File: src/tec_pkg.sv
// Package: constants and types for the 8-bit timer/event counter
package tec_pkg;
    localparam logic [7:0] TEC_ADDR_COUNTER = 8'h0D;
    localparam logic [7:0] TEC_ADDR_CONTROL = 8'h0E;
    localparam logic [7:0] TEC_ADDR_IRQ = 8'h0F;
    localparam logic [7:0] TEC_CONTROL_RESET = 8'h08;
    localparam logic [7:0] TEC_CONTROL_RMASK = 8'hDF;
    localparam int TEC_POS_PRESCALE = 0;
    localparam int TEC_POS_EDGE = 3;
    localparam int TEC_POS_RUN = 4;
    localparam int TEC_POS_MODE = 6;
    localparam int TEC_POS_FLAG = 5;
    localparam int TEC_POS_IRQEN = 0;
    localparam logic [7:0] TEC_COUNT_MAX = 8'hFF;
    localparam logic [1:0] TEC_MODE_UNUSED = 2'h0;
    localparam logic [1:0] TEC_MODE_EVENT = 2'h1;
    localparam logic [1:0] TEC_MODE_TIMER = 2'h2;
    localparam logic [1:0] TEC_MODE_PULSE = 2'h3;

    typedef struct packed {
        logic [1:0] mode;
        logic spare;
        logic run;
        logic edgeSel;
        logic [2:0] prescaleSel;
    } tec_ctrl_t;

    typedef enum logic [1:0] {
        TEC_PW_IDLE,
        TEC_PW_COUNT,
        TEC_PW_DONE
    } tec_pw_t;
endpackage

File: src/tec_sync.sv
// Two-flop synchroniser for the counter input pin
`timescale 1ns/100ps
module tec_sync import tec_pkg::*; (
    input wire logic clk,
    input wire logic reset,
    input wire logic pinIn,
    output logic pinSync
);
    logic meta_ff;
    logic sync_ff;
    logic nxt_meta;
    logic nxt_sync;

    always_comb begin
        nxt_meta = pinIn;
        nxt_sync = meta_ff;
    end

    always_ff @(posedge clk or posedge reset) begin
        if (reset) begin
            meta_ff <= 1'b0;
            sync_ff <= 1'b0;
        end else begin
            meta_ff <= nxt_meta;
            sync_ff <= nxt_sync;
        end
    end

    assign pinSync = sync_ff;
endmodule

File: src/tec_prescaler.sv
// Free-running 7-stage prescaler giving a one-cycle tick at system_clk/2^n
`timescale 1ns/100ps
module tec_prescaler import tec_pkg::*; (
    input wire logic clk,
    input wire logic reset,
    input wire logic [2:0] prescaleSel,
    output logic tick
);
    logic [6:0] div_ff;
    logic [6:0] nxt_div;
    logic [6:0] mask;

    always_comb begin
        nxt_div = div_ff + 7'h01;
        mask = 7'(({7'h00, 1'b1} << prescaleSel) - 8'h01);
        // Tick when the low n bits have all wrapped to zero
        tick = ((div_ff & mask) == 7'h00);
    end

    always_ff @(posedge clk or posedge reset) begin
        if (reset) begin
            div_ff <= 7'h00;
        end else begin
            div_ff <= nxt_div;
        end
    end
endmodule

File: src/tec_counter.sv
// Top level of the 8-bit timer/event counter with register port
`timescale 1ns/100ps
module tec_counter import tec_pkg::*; (
    input wire logic clk,
    input wire logic reset,
    input wire logic [7:0] regAddr,
    input wire logic [7:0] regWdata,
    input wire logic regWrite,
    input wire logic regRead,
    output logic [7:0] regRdata,
    input wire logic countInputPin,
    input wire logic irqAck,
    output logic overflowReqFlag,
    output logic overflowIrq,
    output logic overflowPulse,
    output logic wakeUp,
    output logic toneOut
);
    // ***************************************************************
    // Input conditioning
    // ***************************************************************
    logic pinSync;
    logic pinPrev_ff;
    logic prescaleTick;
    logic pinRise;
    logic pinFall;
    logic activeEdge;

    tec_ctrl_t ctrl_ff;
    tec_ctrl_t nxt_ctrl;

    tec_sync u_sync (
        .clk(clk),
        .reset(reset),
        .pinIn(countInputPin),
        .pinSync(pinSync)
    );

    tec_prescaler u_prescaler (
        .clk(clk),
        .reset(reset),
        .prescaleSel(ctrl_ff.prescaleSel),
        .tick(prescaleTick)
    );

    always_ff @(posedge clk or posedge reset) begin
        if (reset) begin
            pinPrev_ff <= 1'b0;
        end else begin
            pinPrev_ff <= pinSync;
        end
    end

    assign pinRise = pinSync & ~pinPrev_ff;
    assign pinFall = ~pinSync & pinPrev_ff;
    // Edge bit 0 selects rising, 1 falling, in event and pulse modes
    function automatic logic pickEdge(input logic sel, input logic rise,
            input logic fall);
        pickEdge = sel ? fall : rise;
    endfunction

    assign activeEdge = pickEdge(ctrl_ff.edgeSel, pinRise,
        pinFall);

    // ***************************************************************
    // Register decode
    // ***************************************************************
    function automatic logic hit(input logic [7:0] a, input logic [7:0] b);
        hit = (a == b);
    endfunction

    logic wrCounter;
    logic wrControl;
    logic wrIrq;
    logic rdCounter;

    assign wrCounter = regWrite & hit(regAddr, TEC_ADDR_COUNTER);
    assign wrControl = regWrite & hit(regAddr, TEC_ADDR_CONTROL);
    assign wrIrq = regWrite & hit(regAddr, TEC_ADDR_IRQ);
    assign rdCounter = regRead & hit(regAddr, TEC_ADDR_COUNTER);

    // ***************************************************************
    // Counter core
    // ***************************************************************
    logic [7:0] count_ff;
    logic [7:0] preload_ff;
    logic flag_ff;
    logic irqEn_ff;
    logic tone_ff;
    logic [7:0] rdata_ff;
    tec_pw_t pw_ff;

    logic [7:0] nxt_count;
    logic [7:0] nxt_preload;
    logic nxt_flag;
    logic nxt_irqEn;
    logic nxt_tone;
    logic [7:0] nxt_rdata;
    tec_pw_t nxt_pw;
    logic countTick;
    logic overflow;
    logic pwEnd;

    always_comb begin
        countTick = 1'b0;
        pwEnd = 1'b0;
        nxt_pw = pw_ff;
        case (ctrl_ff.mode)
            TEC_MODE_EVENT: begin
                countTick = activeEdge;
            end
            TEC_MODE_TIMER: begin
                countTick = prescaleTick;
            end
            TEC_MODE_PULSE: begin
                case (pw_ff)
                    TEC_PW_IDLE: begin
                        // Only a transition arms the measurement
                        if (ctrl_ff.run && activeEdge) begin
                            nxt_pw = TEC_PW_COUNT;
                        end
                    end
                    TEC_PW_COUNT: begin
                        // Return to former level ends the pulse
                        if (pickEdge(ctrl_ff.edgeSel, pinFall, pinRise)) begin
                            pwEnd = 1'b1;
                            nxt_pw = TEC_PW_DONE;
                        end else begin
                            countTick = prescaleTick;
                        end
                    end
                    TEC_PW_DONE: begin
                        // Result held until software sets run again
                        if (ctrl_ff.run) begin
                            nxt_pw = TEC_PW_IDLE;
                        end
                    end
                    default: begin
                        nxt_pw = TEC_PW_IDLE;
                    end
                endcase
            end
            default: begin
                countTick = 1'b0;
            end
        endcase
        if (ctrl_ff.mode != TEC_MODE_PULSE) begin
            nxt_pw = TEC_PW_IDLE;
        end
        // Reading freezes the count; an event in that cycle is lost
        countTick = countTick & ctrl_ff.run & ~rdCounter;
        overflow = countTick && (count_ff == TEC_COUNT_MAX);
    end

    // ***************************************************************
    // Count, preload and tone
    // ***************************************************************
    always_comb begin
        nxt_count = count_ff;
        nxt_preload = preload_ff;
        nxt_tone = tone_ff;
        if (overflow) begin
            nxt_count = preload_ff;
            nxt_tone = ~tone_ff;
        end else if (countTick) begin
            nxt_count = count_ff + 8'h01;
        end
        if (wrCounter) begin
            nxt_preload = regWdata;
            // A stopped counter takes the new start value at once
            if (!ctrl_ff.run) begin
                nxt_count = regWdata;
            end
        end
    end

    // Count is undefined after reset; zero keeps readback clean
    always_ff @(posedge clk or posedge reset) begin
        if (reset) begin
            count_ff <= 8'h00;
            preload_ff <= 8'h00;
            tone_ff <= 1'b0;
        end else begin
            count_ff <= nxt_count;
            preload_ff <= nxt_preload;
            tone_ff <= nxt_tone;
        end
    end

    // ***************************************************************
    // Control register and pulse measurement state
    // ***************************************************************
    always_comb begin
        nxt_ctrl = ctrl_ff;
        if (pwEnd) begin
            nxt_ctrl.run = 1'b0;
        end
        // A software write wins over the hardware clear of run
        if (wrControl) begin
            nxt_ctrl = tec_ctrl_t'(regWdata & TEC_CONTROL_RMASK);
        end
    end

    // Only hard reset loads TEC_CONTROL_RESET into this block
    always_ff @(posedge clk or posedge reset) begin
        if (reset) begin
            ctrl_ff <= tec_ctrl_t'(TEC_CONTROL_RESET);
            pw_ff <= TEC_PW_IDLE;
        end else begin
            ctrl_ff <= nxt_ctrl;
            pw_ff <= nxt_pw;
        end
    end

    // ***************************************************************
    // Overflow flag and interrupt enable
    // ***************************************************************
    always_comb begin
        nxt_flag = flag_ff;
        nxt_irqEn = irqEn_ff;
        if (wrIrq) begin
            nxt_flag = regWdata[TEC_POS_FLAG];
            nxt_irqEn = regWdata[TEC_POS_IRQEN];
        end else if (irqAck) begin
            nxt_flag = 1'b0;
        end
        // Set wins over any clear; repeats while set merge
        if (overflow) begin
            nxt_flag = 1'b1;
        end
    end

    always_ff @(posedge clk or posedge reset) begin
        if (reset) begin
            flag_ff <= 1'b0;
            irqEn_ff <= 1'b0;
        end else begin
            flag_ff <= nxt_flag;
            irqEn_ff <= nxt_irqEn;
        end
    end

    // ***************************************************************
    // Register readback
    // ***************************************************************
    // Data stand for one cycle only, zero otherwise
    always_comb begin
        nxt_rdata = 8'h00;
        if (regRead) begin
            if (hit(regAddr, TEC_ADDR_COUNTER)) begin
                nxt_rdata = count_ff;
            end else if (hit(regAddr, TEC_ADDR_CONTROL)) begin
                nxt_rdata = 8'(ctrl_ff) & TEC_CONTROL_RMASK;
            end else if (hit(regAddr, TEC_ADDR_IRQ)) begin
                nxt_rdata = 8'h00;
                nxt_rdata[TEC_POS_FLAG] = flag_ff;
                nxt_rdata[TEC_POS_IRQEN] = irqEn_ff;
            end
        end
    end

    always_ff @(posedge clk or posedge reset) begin
        if (reset) begin
            rdata_ff <= 8'h00;
        end else begin
            rdata_ff <= nxt_rdata;
        end
    end

    // ***************************************************************
    // Outputs
    // ***************************************************************
    logic ovf_ff;
    logic nxt_ovf;

    always_comb begin
        nxt_ovf = overflow;
    end

    always_ff @(posedge clk or posedge reset) begin
        if (reset) begin
            ovf_ff <= 1'b0;
        end else begin
            ovf_ff <= nxt_ovf;
        end
    end

    assign regRdata = rdata_ff;
    assign overflowReqFlag = flag_ff;
    assign overflowIrq = flag_ff & irqEn_ff;
    assign overflowPulse = ovf_ff;
    assign wakeUp = ovf_ff;
    assign toneOut = tone_ff;
endmodule

File: config.mk
export PLATFORM = sky130hd
export DESIGN_NAME = tec_counter
export DESIGN_NICKNAME = d
export VERILOG_FILES = /design/src/tec_pkg.sv /design/src/tec_sync.sv /design/src/tec_prescaler.sv /design/src/tec_counter.sv
export SDC_FILE = /design/constraint.sdc
export NUM_CORES = 1
export LEC_CHECK = 0
export ABC_AREA = 1
export BUFFER_PORTS_ARGS = -buffer_cell sky130_fd_sc_hd__buf_4
export CAP_MARGIN = 20
export CORE_MARGIN = 4
export CORE_UTILIZATION = 37
export DETAILED_ROUTE_END_ITERATION = 7
export HOLD_SLACK_MARGIN = 0.15
export PLACE_DENSITY = 0.6
export SYNTH_ARGS = -nofsm -noshare
export SYNTH_HDL_FRONTEND = slang
export SYNTH_SLANG_ARGS = --single-unit
File: constraint.sdc
create_clock -name clk -period 1.84 [get_ports clk]
set_input_delay 0.368 -clock clk [delete_from_list [all_inputs] [get_ports clk]]
set_output_delay 0.368 -clock clk [all_outputs]
set_load 0.03 [all_outputs]
==> flow_metrics.tcl, run 1 <==
set metrics [dict create \
    synth-edff-count 0 \
    drive_gt1_frac 0.252 \
    cts_tree "built" \
    drtAntennaViolNets 0 \
    grt_pass1_wl_um 9420 \
    wl_um 5340 \
    setup_violations 0 \
    synth_area_mm2 0.00246 \
    cts_resized 0 \
    dp_cells 398 \
    hold_viol 0 \
    async_reset_ff_frac 1.00 \
    clock_path_buffers 2 \
    port_buffers 34 \
    fillers 652 \
    grt_overflow 0 \
    pwr-share-clk 0.342 \
    die_y_um 89.6 \
    synth_seq_area_share 0.478 \
    dpl.hpwl_um 4180 \
    powerDensity_mw_per_mm2 688 \
    hold_class "input port to register" \
    tightest_slew_ps 424 \
    final_cells 407 \
    pwr-share-comb 0.111 \
    crit_fanout 8 \
    static-leakage-power_nw 1.52 \
    cts-htree-levels 2 \
    final_common_cell "nand2_1" \
    post-route-drc-count 0 \
    clock_skew_ps 6.83 \
    start_kind "register" \
    fmax_ghz 0.596 \
    syn_nets 309 \
    vias_per_cell 4.77 \
    cts_made_buffers 5 \
    vdd_drop_max_v 0.000261 \
    nets 353 \
    ctsRootBufferMaster "clkbuf_8" \
    die_w_um 89.6 \
    slew_violations 0 \
    ios 35 \
    layout_common_cells "66 x nand2_1, 46 x dfrtp_1, 38 x buf_4, 34 x inv_1, 29 x nand3_1" \
    p_int_w 0.00151 \
    vias 1941 \
    min_period_ps 1680 \
    switching_share 0.257 \
    power.switching_w 0.000523 \
    num_antenna_cells 0 \
    ys.flop_type "dfrtp_1" \
    start_util 0.383 \
    worstSetupPathType "register to register" \
    rsz0062_at_grt "false" \
    clk_pin_slew_ps 90 \
    grt_max_degree 30 \
    fin_crit_sh 0.911 \
    status "finished, final reports clean" \
    relSlewSlack 0.717 \
    wl_per_cell_um 13.1 \
    grt_usage 0.153 \
    ys_types 41 \
    end_kind "register" \
    cap_violations 0 \
    grt_pass1_vias 1929 \
    syn_inst 285 \
    place.gp.congestion 0.835 \
    core_area_mm2 0.00642 \
    ys_warn_count 0 \
    fp.dieArea_mm2 0.00802 \
    required_ps 2070 \
    antenna_found_initial 0 \
    drtIter0Drc 80 \
    finalSetupTns_ps 0 \
    p_seq_frac 0.547 \
    holdWs_ps 174 \
    arrival_ps 1910 \
    clock_sinks 47 \
    clk-insertion-delay-late_ps 300 \
    synth_seq_cells 47 \
    syn2layout_area_growth_pct 20.1 \
    syn_area_per_cell_um2 8.64 \
    dr.pass1.iters 4 \
    num_rows 29 \
]
-- final cells by class --
cell class	count	area [µm²]	share of cell area
Sequential cell	47	1180	0.398
Multi-Input combinational cell	188	1080	0.364
Timing Repair Buffer	40	315	0.107
Inverter	47	189	0.0639
Clock buffer	7	96.3	0.0326
Tap cell	77	96.3	0.0326
Clock inverter	1	7.51	0.00254
-- cell families after synthesis --
kind of cell / after synthesis / synth area share
adders and majority gates: 2 / 0.0102
DFF: 47 / 0.478
xor gates and xnor gates: 11 / 0.0391
muxes: 1 / 0.00457
AOI/OAI and AO/OA: 37 / 0.0869
and+or+nand+nor: 137 / 0.296
buffers and inverters: 50 / 0.0849
-- path summary, 6_finish.rpt --
path | startpoint | endpoint | slack (ps) | cells past startpoint
setup / recovery | ctrl_ff[3]$_DFFE_PP1P_ | count_ff[7]$_DFF_PP0_ | 160 | 10
hold / removal | countInputPin | u_sync.meta_ff$_DFF_PP0_ | 170 | 1
setup reg to reg | ctrl_ff[3]$_DFFE_PP1P_ | count_ff[7]$_DFF_PP0_ | 160 | 10
hold reg to reg | u_sync.meta_ff$_DFF_PP0_ | u_sync.pinSync$_DFF_PP0_ | 360 | 0
max in group asynchronous | reset | ctrl_ff[3]$_DFFE_PP1P_ | 640 | 4
min in group asynchronous | reset | count_ff[6]$_DFF_PP0_ | 630 | 3
-- power by group through the flow --
stage | combinational [W] | clock, W | sequential, W
finish | 0.000227 | 0.000695 | 0.00111
global placement | 0.000224 | 0 | 0.00113
floorplan | 0.000139 | 0 | 0.00113
global route | 0.000259 | 0.000766 | 0.00112
detailed placement | 0.000228 | 0 | 0.00113
CTS | 0.000230 | 0.000712 | 0.00111
-- cells in the mapped netlist, types with 2 or more instances --
library cell / instances / area (µm²)
nand2_1: 66 / 248
dfrtp_1: 46 / 1150
inv_1: 35 / 131
nand3_1: 29 / 145
nor2_1: 18 / 67.6
o21ai_0: 18 / 90.1
inv_2: 7 / 26.3
o21ai_1: 7 / 35.0
xor2_1: 7 / 61.3
nand2_2: 4 / 25.0
xnor2_1: 4 / 35.0
a21oi_2: 3 / 26.3
nand2_4: 3 / 33.8
o21bai_1: 3 / 22.5
o22ai_1: 3 / 18.8
buf_4: 2 / 15.0
clkinv_2: 2 / 10.0
ha_1: 2 / 25.0
nand2_8: 2 / 40.0
nand3_4: 2 / 35.0
nor2_2: 2 / 12.5
-- metrics by stage --
stage	power (W)	instance area (µm²)	util	worst slack, ps
2_1_floorplan	0.00127	2460	-	348
3_3_place_gp	0.00136	2840	0.443	141
3_5_place_dp	0.00136	2840	0.443	106
4_1_cts	0.00206	2960	0.461	140
5_1_grt	0.00215	2960	0.461	22.2
6_report	0.00204	2960	0.461	163
-- state kept, by name, summed over array words and instances, names as in the netlist --
| name | count |
|---|---|
| count_ff | 8 |
| preload_ff | 8 |
| regRdata | 8 |
| ctrl_ff | 7 |
| u_prescaler.div_ff | 7 |
| pw_ff | 2 |
| irqEn_ff | 1 |
| overflowPulse | 1 |
| overflowReqFlag | 1 |
| pinPrev_ff | 1 |
| toneOut | 1 |
| u_sync.meta_ff | 1 |
| u_sync.pinSync | 1 |
-- layer usage --
layer	wire length [µm]	share of wire	up-vias	track usage
met1	2670	0.50	904	0.225
met4	80	0.015	0	0.0447
met3	240	0.045	6	0.0310
li1	-	-	992	-
met2	2350	0.44	39	0.227
met5	0	0	-	0
-- worst max-delay path: stages (launching register included) --
cell and delay (ps):
dfstp_2 560, inv_2 60, nand3_1 110, nand3_2 100
nand2_2 90, nand3_4 100, nand2_8 120, nand4_4 160
o21bai_1 170, nor2_1 60, nor2_1 100
-- what timing repair did --
action / CTS / global route
hold buffers: 1 / 0
setup buffers: 0 / 0
hold endpoints to repair: 18 / 0
Power figures use the tool's default switching activity.
==> run 2, diff against run 1 <==
- CORE_MARGIN: 4 -> unset
- SETUP_SLACK_MARGIN: unset -> 0.2
==> flow_metrics.tcl, run 2 (synthesized netlist as in run 1, its figures left out) <==
set metrics [dict create \
    clock_sinks 47 \
    place.gp.congestion 0.801 \
    grt_pass1_wl_um 9530 \
    syn2layout_area_growth_pct 27.4 \
    fmax_ghz 0.603 \
    dpl.hpwl_um 4190 \
    vdd_drop_max_v 0.000315 \
    ios 35 \
    end_kind "register" \
    hold_class "input port to register" \
    relSlewSlack 0.656 \
    required_ps 2030 \
    worstSetupPathType "register to register" \
    grt_pass1_vias 1932 \
    clk-insertion-delay-late_ps 290 \
    hold_viol 0 \
    grt_usage 0.173 \
    drive_gt1_frac 0.306 \
    clock_skew_ps 5.29 \
    slew_violations 0 \
    setup_violations 0 \
    start_util 0.386 \
    cpMaxStageDelayCell "dfstp_2" \
    final_common_cell "nand2_1" \
    drtAntennaViolNets 0 \
    cap_violations 0 \
    core_area_mm2 0.00639 \
    cpPeakStageDelay_ps 550 \
    vias_per_cell 4.77 \
    crit_start "ctrl_ff[3]$_DFFE_PP1P_" \
    reg2reg_from "ctrl_ff[3]$_DFFE_PP1P_" \
    static-leakage-power_nw 1.63 \
    die_w_um 83.6 \
    critPathMostFrequentCell "nand3_2" \
    fp.dieArea_mm2 0.00699 \
    clk_pin_slew_ps 90 \
    finalSetupTns_ps 0 \
    grt_overflow 0 \
    wl_um 5490 \
    wl_per_cell_um 13.1 \
    tightest_slew_ps 516 \
    powerDensity_mw_per_mm2 670 \
    fin_crit_sh 0.901 \
    multiInputGateArea_mm2 0.00112 \
    min_period_ps 1660 \
    place_area_mm2 0.00286 \
    num_antenna_cells 0 \
    vias 2005 \
    num_rows 29 \
    clock_path_buffers 2 \
    post-route-drc-count 0 \
    dr.pass1.iters 4 \
    fillers 613 \
    die_y_um 83.6 \
    arrival_ps 1850 \
    final_cell_area_mm2 0.00314 \
    path_cells "inv_2 > nand3_2 > nand3_2 > nand2_2 > nand3_4 > nand2_8 > nand4_4 > buf_12 > clkinv_8 > nand2_4 > nand3_2 > nand2_1" \
    rsz0062_at_grt "true" \
    cts_made_buffers 5 \
    antenna_found_initial 0 \
    crit_fanout 7 \
    hp-start "countInputPin" \
    cts-htree-levels 2 \
    finalPower_w 0.00210 \
    seq_area_mm2 0.00118 \
    ctsRootBufferMaster "clkbuf_8" \
    start_kind "register" \
    cts_tree "built" \
    grt_max_degree 26 \
    status "finished, final reports clean" \
    layout_common_cells "63 x nand2_1, 49 x buf_4, 45 x dfrtp_1, 33 x inv_1, 26 x nand3_1" \
    drtIter0Drc 131 \
    nets 366 \
    port_buffers 34 \
]
-- run 2: cell types whose count changed in the layout (fill, tap and decap cells not counted), moves of 3 or more --
cell,previous run,this run
nand3_2,1,4
nand2_1,66,63
nand3_1,29,26
buf_4,38,49
-- run 2: area by class of cell --
cell class                 count  share of cell area
clock buffer                   7              0.0243
clock inverter                 1             0.00957
inverter                      47              0.0638
multi-input combinational    188               0.356
sequential                    47               0.376
tap                           77              0.0307
timing repair buffer          53               0.140
-- run 2: routing by layer --
| layer | share of wire | global-route usage | wire length, µm | vias up |
|---|---|---|---|---|
| met4 | 0.022 | 0.0524 | 123 | 0 |
| li1 | - | - | - | 1022 |
| met5 | 0 | 0 | 0 | - |
| met3 | 0.037 | 0.0346 | 204 | 10 |
| met2 | 0.47 | 0.276 | 2580 | 41 |
| met1 | 0.47 | 0.238 | 2580 | 932 |
-- run 2: power by group --
| group | total [W] | switching [W] | internal, W |
|---|---|---|---|
| Combinational | 0.000244 | 0.000143 | 0.000101 |
| Sequential | 0.00112 | 0.0000363 | 0.00108 |
| Clock | 0.000741 | 0.000334 | 0.000407 |
| Total | 0.00210 | 0.000513 | 0.00159 |
-- run 2: repair_timing --
item                                    4_1_cts  5_1_grt
resized for setup                             2       14
endpoints found under the setup margin        5        8
hold buffers                                  1        0
buffers inserted                              2       10
hold endpoints to repair                     21        0
pin swaps                                     5       11
-- run 2: worst paths after layout --
check,to,slack (ps),cells past startpoint
max in group asynchronous,count_ff[2]$_DFF_PP0_,650,4
hold / removal,u_sync.meta_ff$_DFF_PP0_,180,1
hold reg to reg,u_sync.pinSync$_DFF_PP0_,350,0
setup reg to reg,count_ff[1]$_DFF_PP0_,180,12
min in group asynchronous,u_sync.pinSync$_DFF_PP0_,660,3
setup / recovery,count_ff[1]$_DFF_PP0_,180,12
-- run 2: stage by stage --
step	hold slack (ps)	util	std cells	setup slack, ps
2_1_floorplan	331	-	285	348
3_3_place_gp	338	0.448	399	185
3_5_place_dp	337	0.448	399	144
4_1_cts	164	0.470	410	209
5_1_grt	161	0.491	420	62.7
6_report	178	0.491	420	181
-- run 2: critical path, delay by kind of cell, from the launching register on --
family,cells,cell delay (ps)
buffers and inverters,3,270
and+or+nand+nor,9,730
DFF,1,550
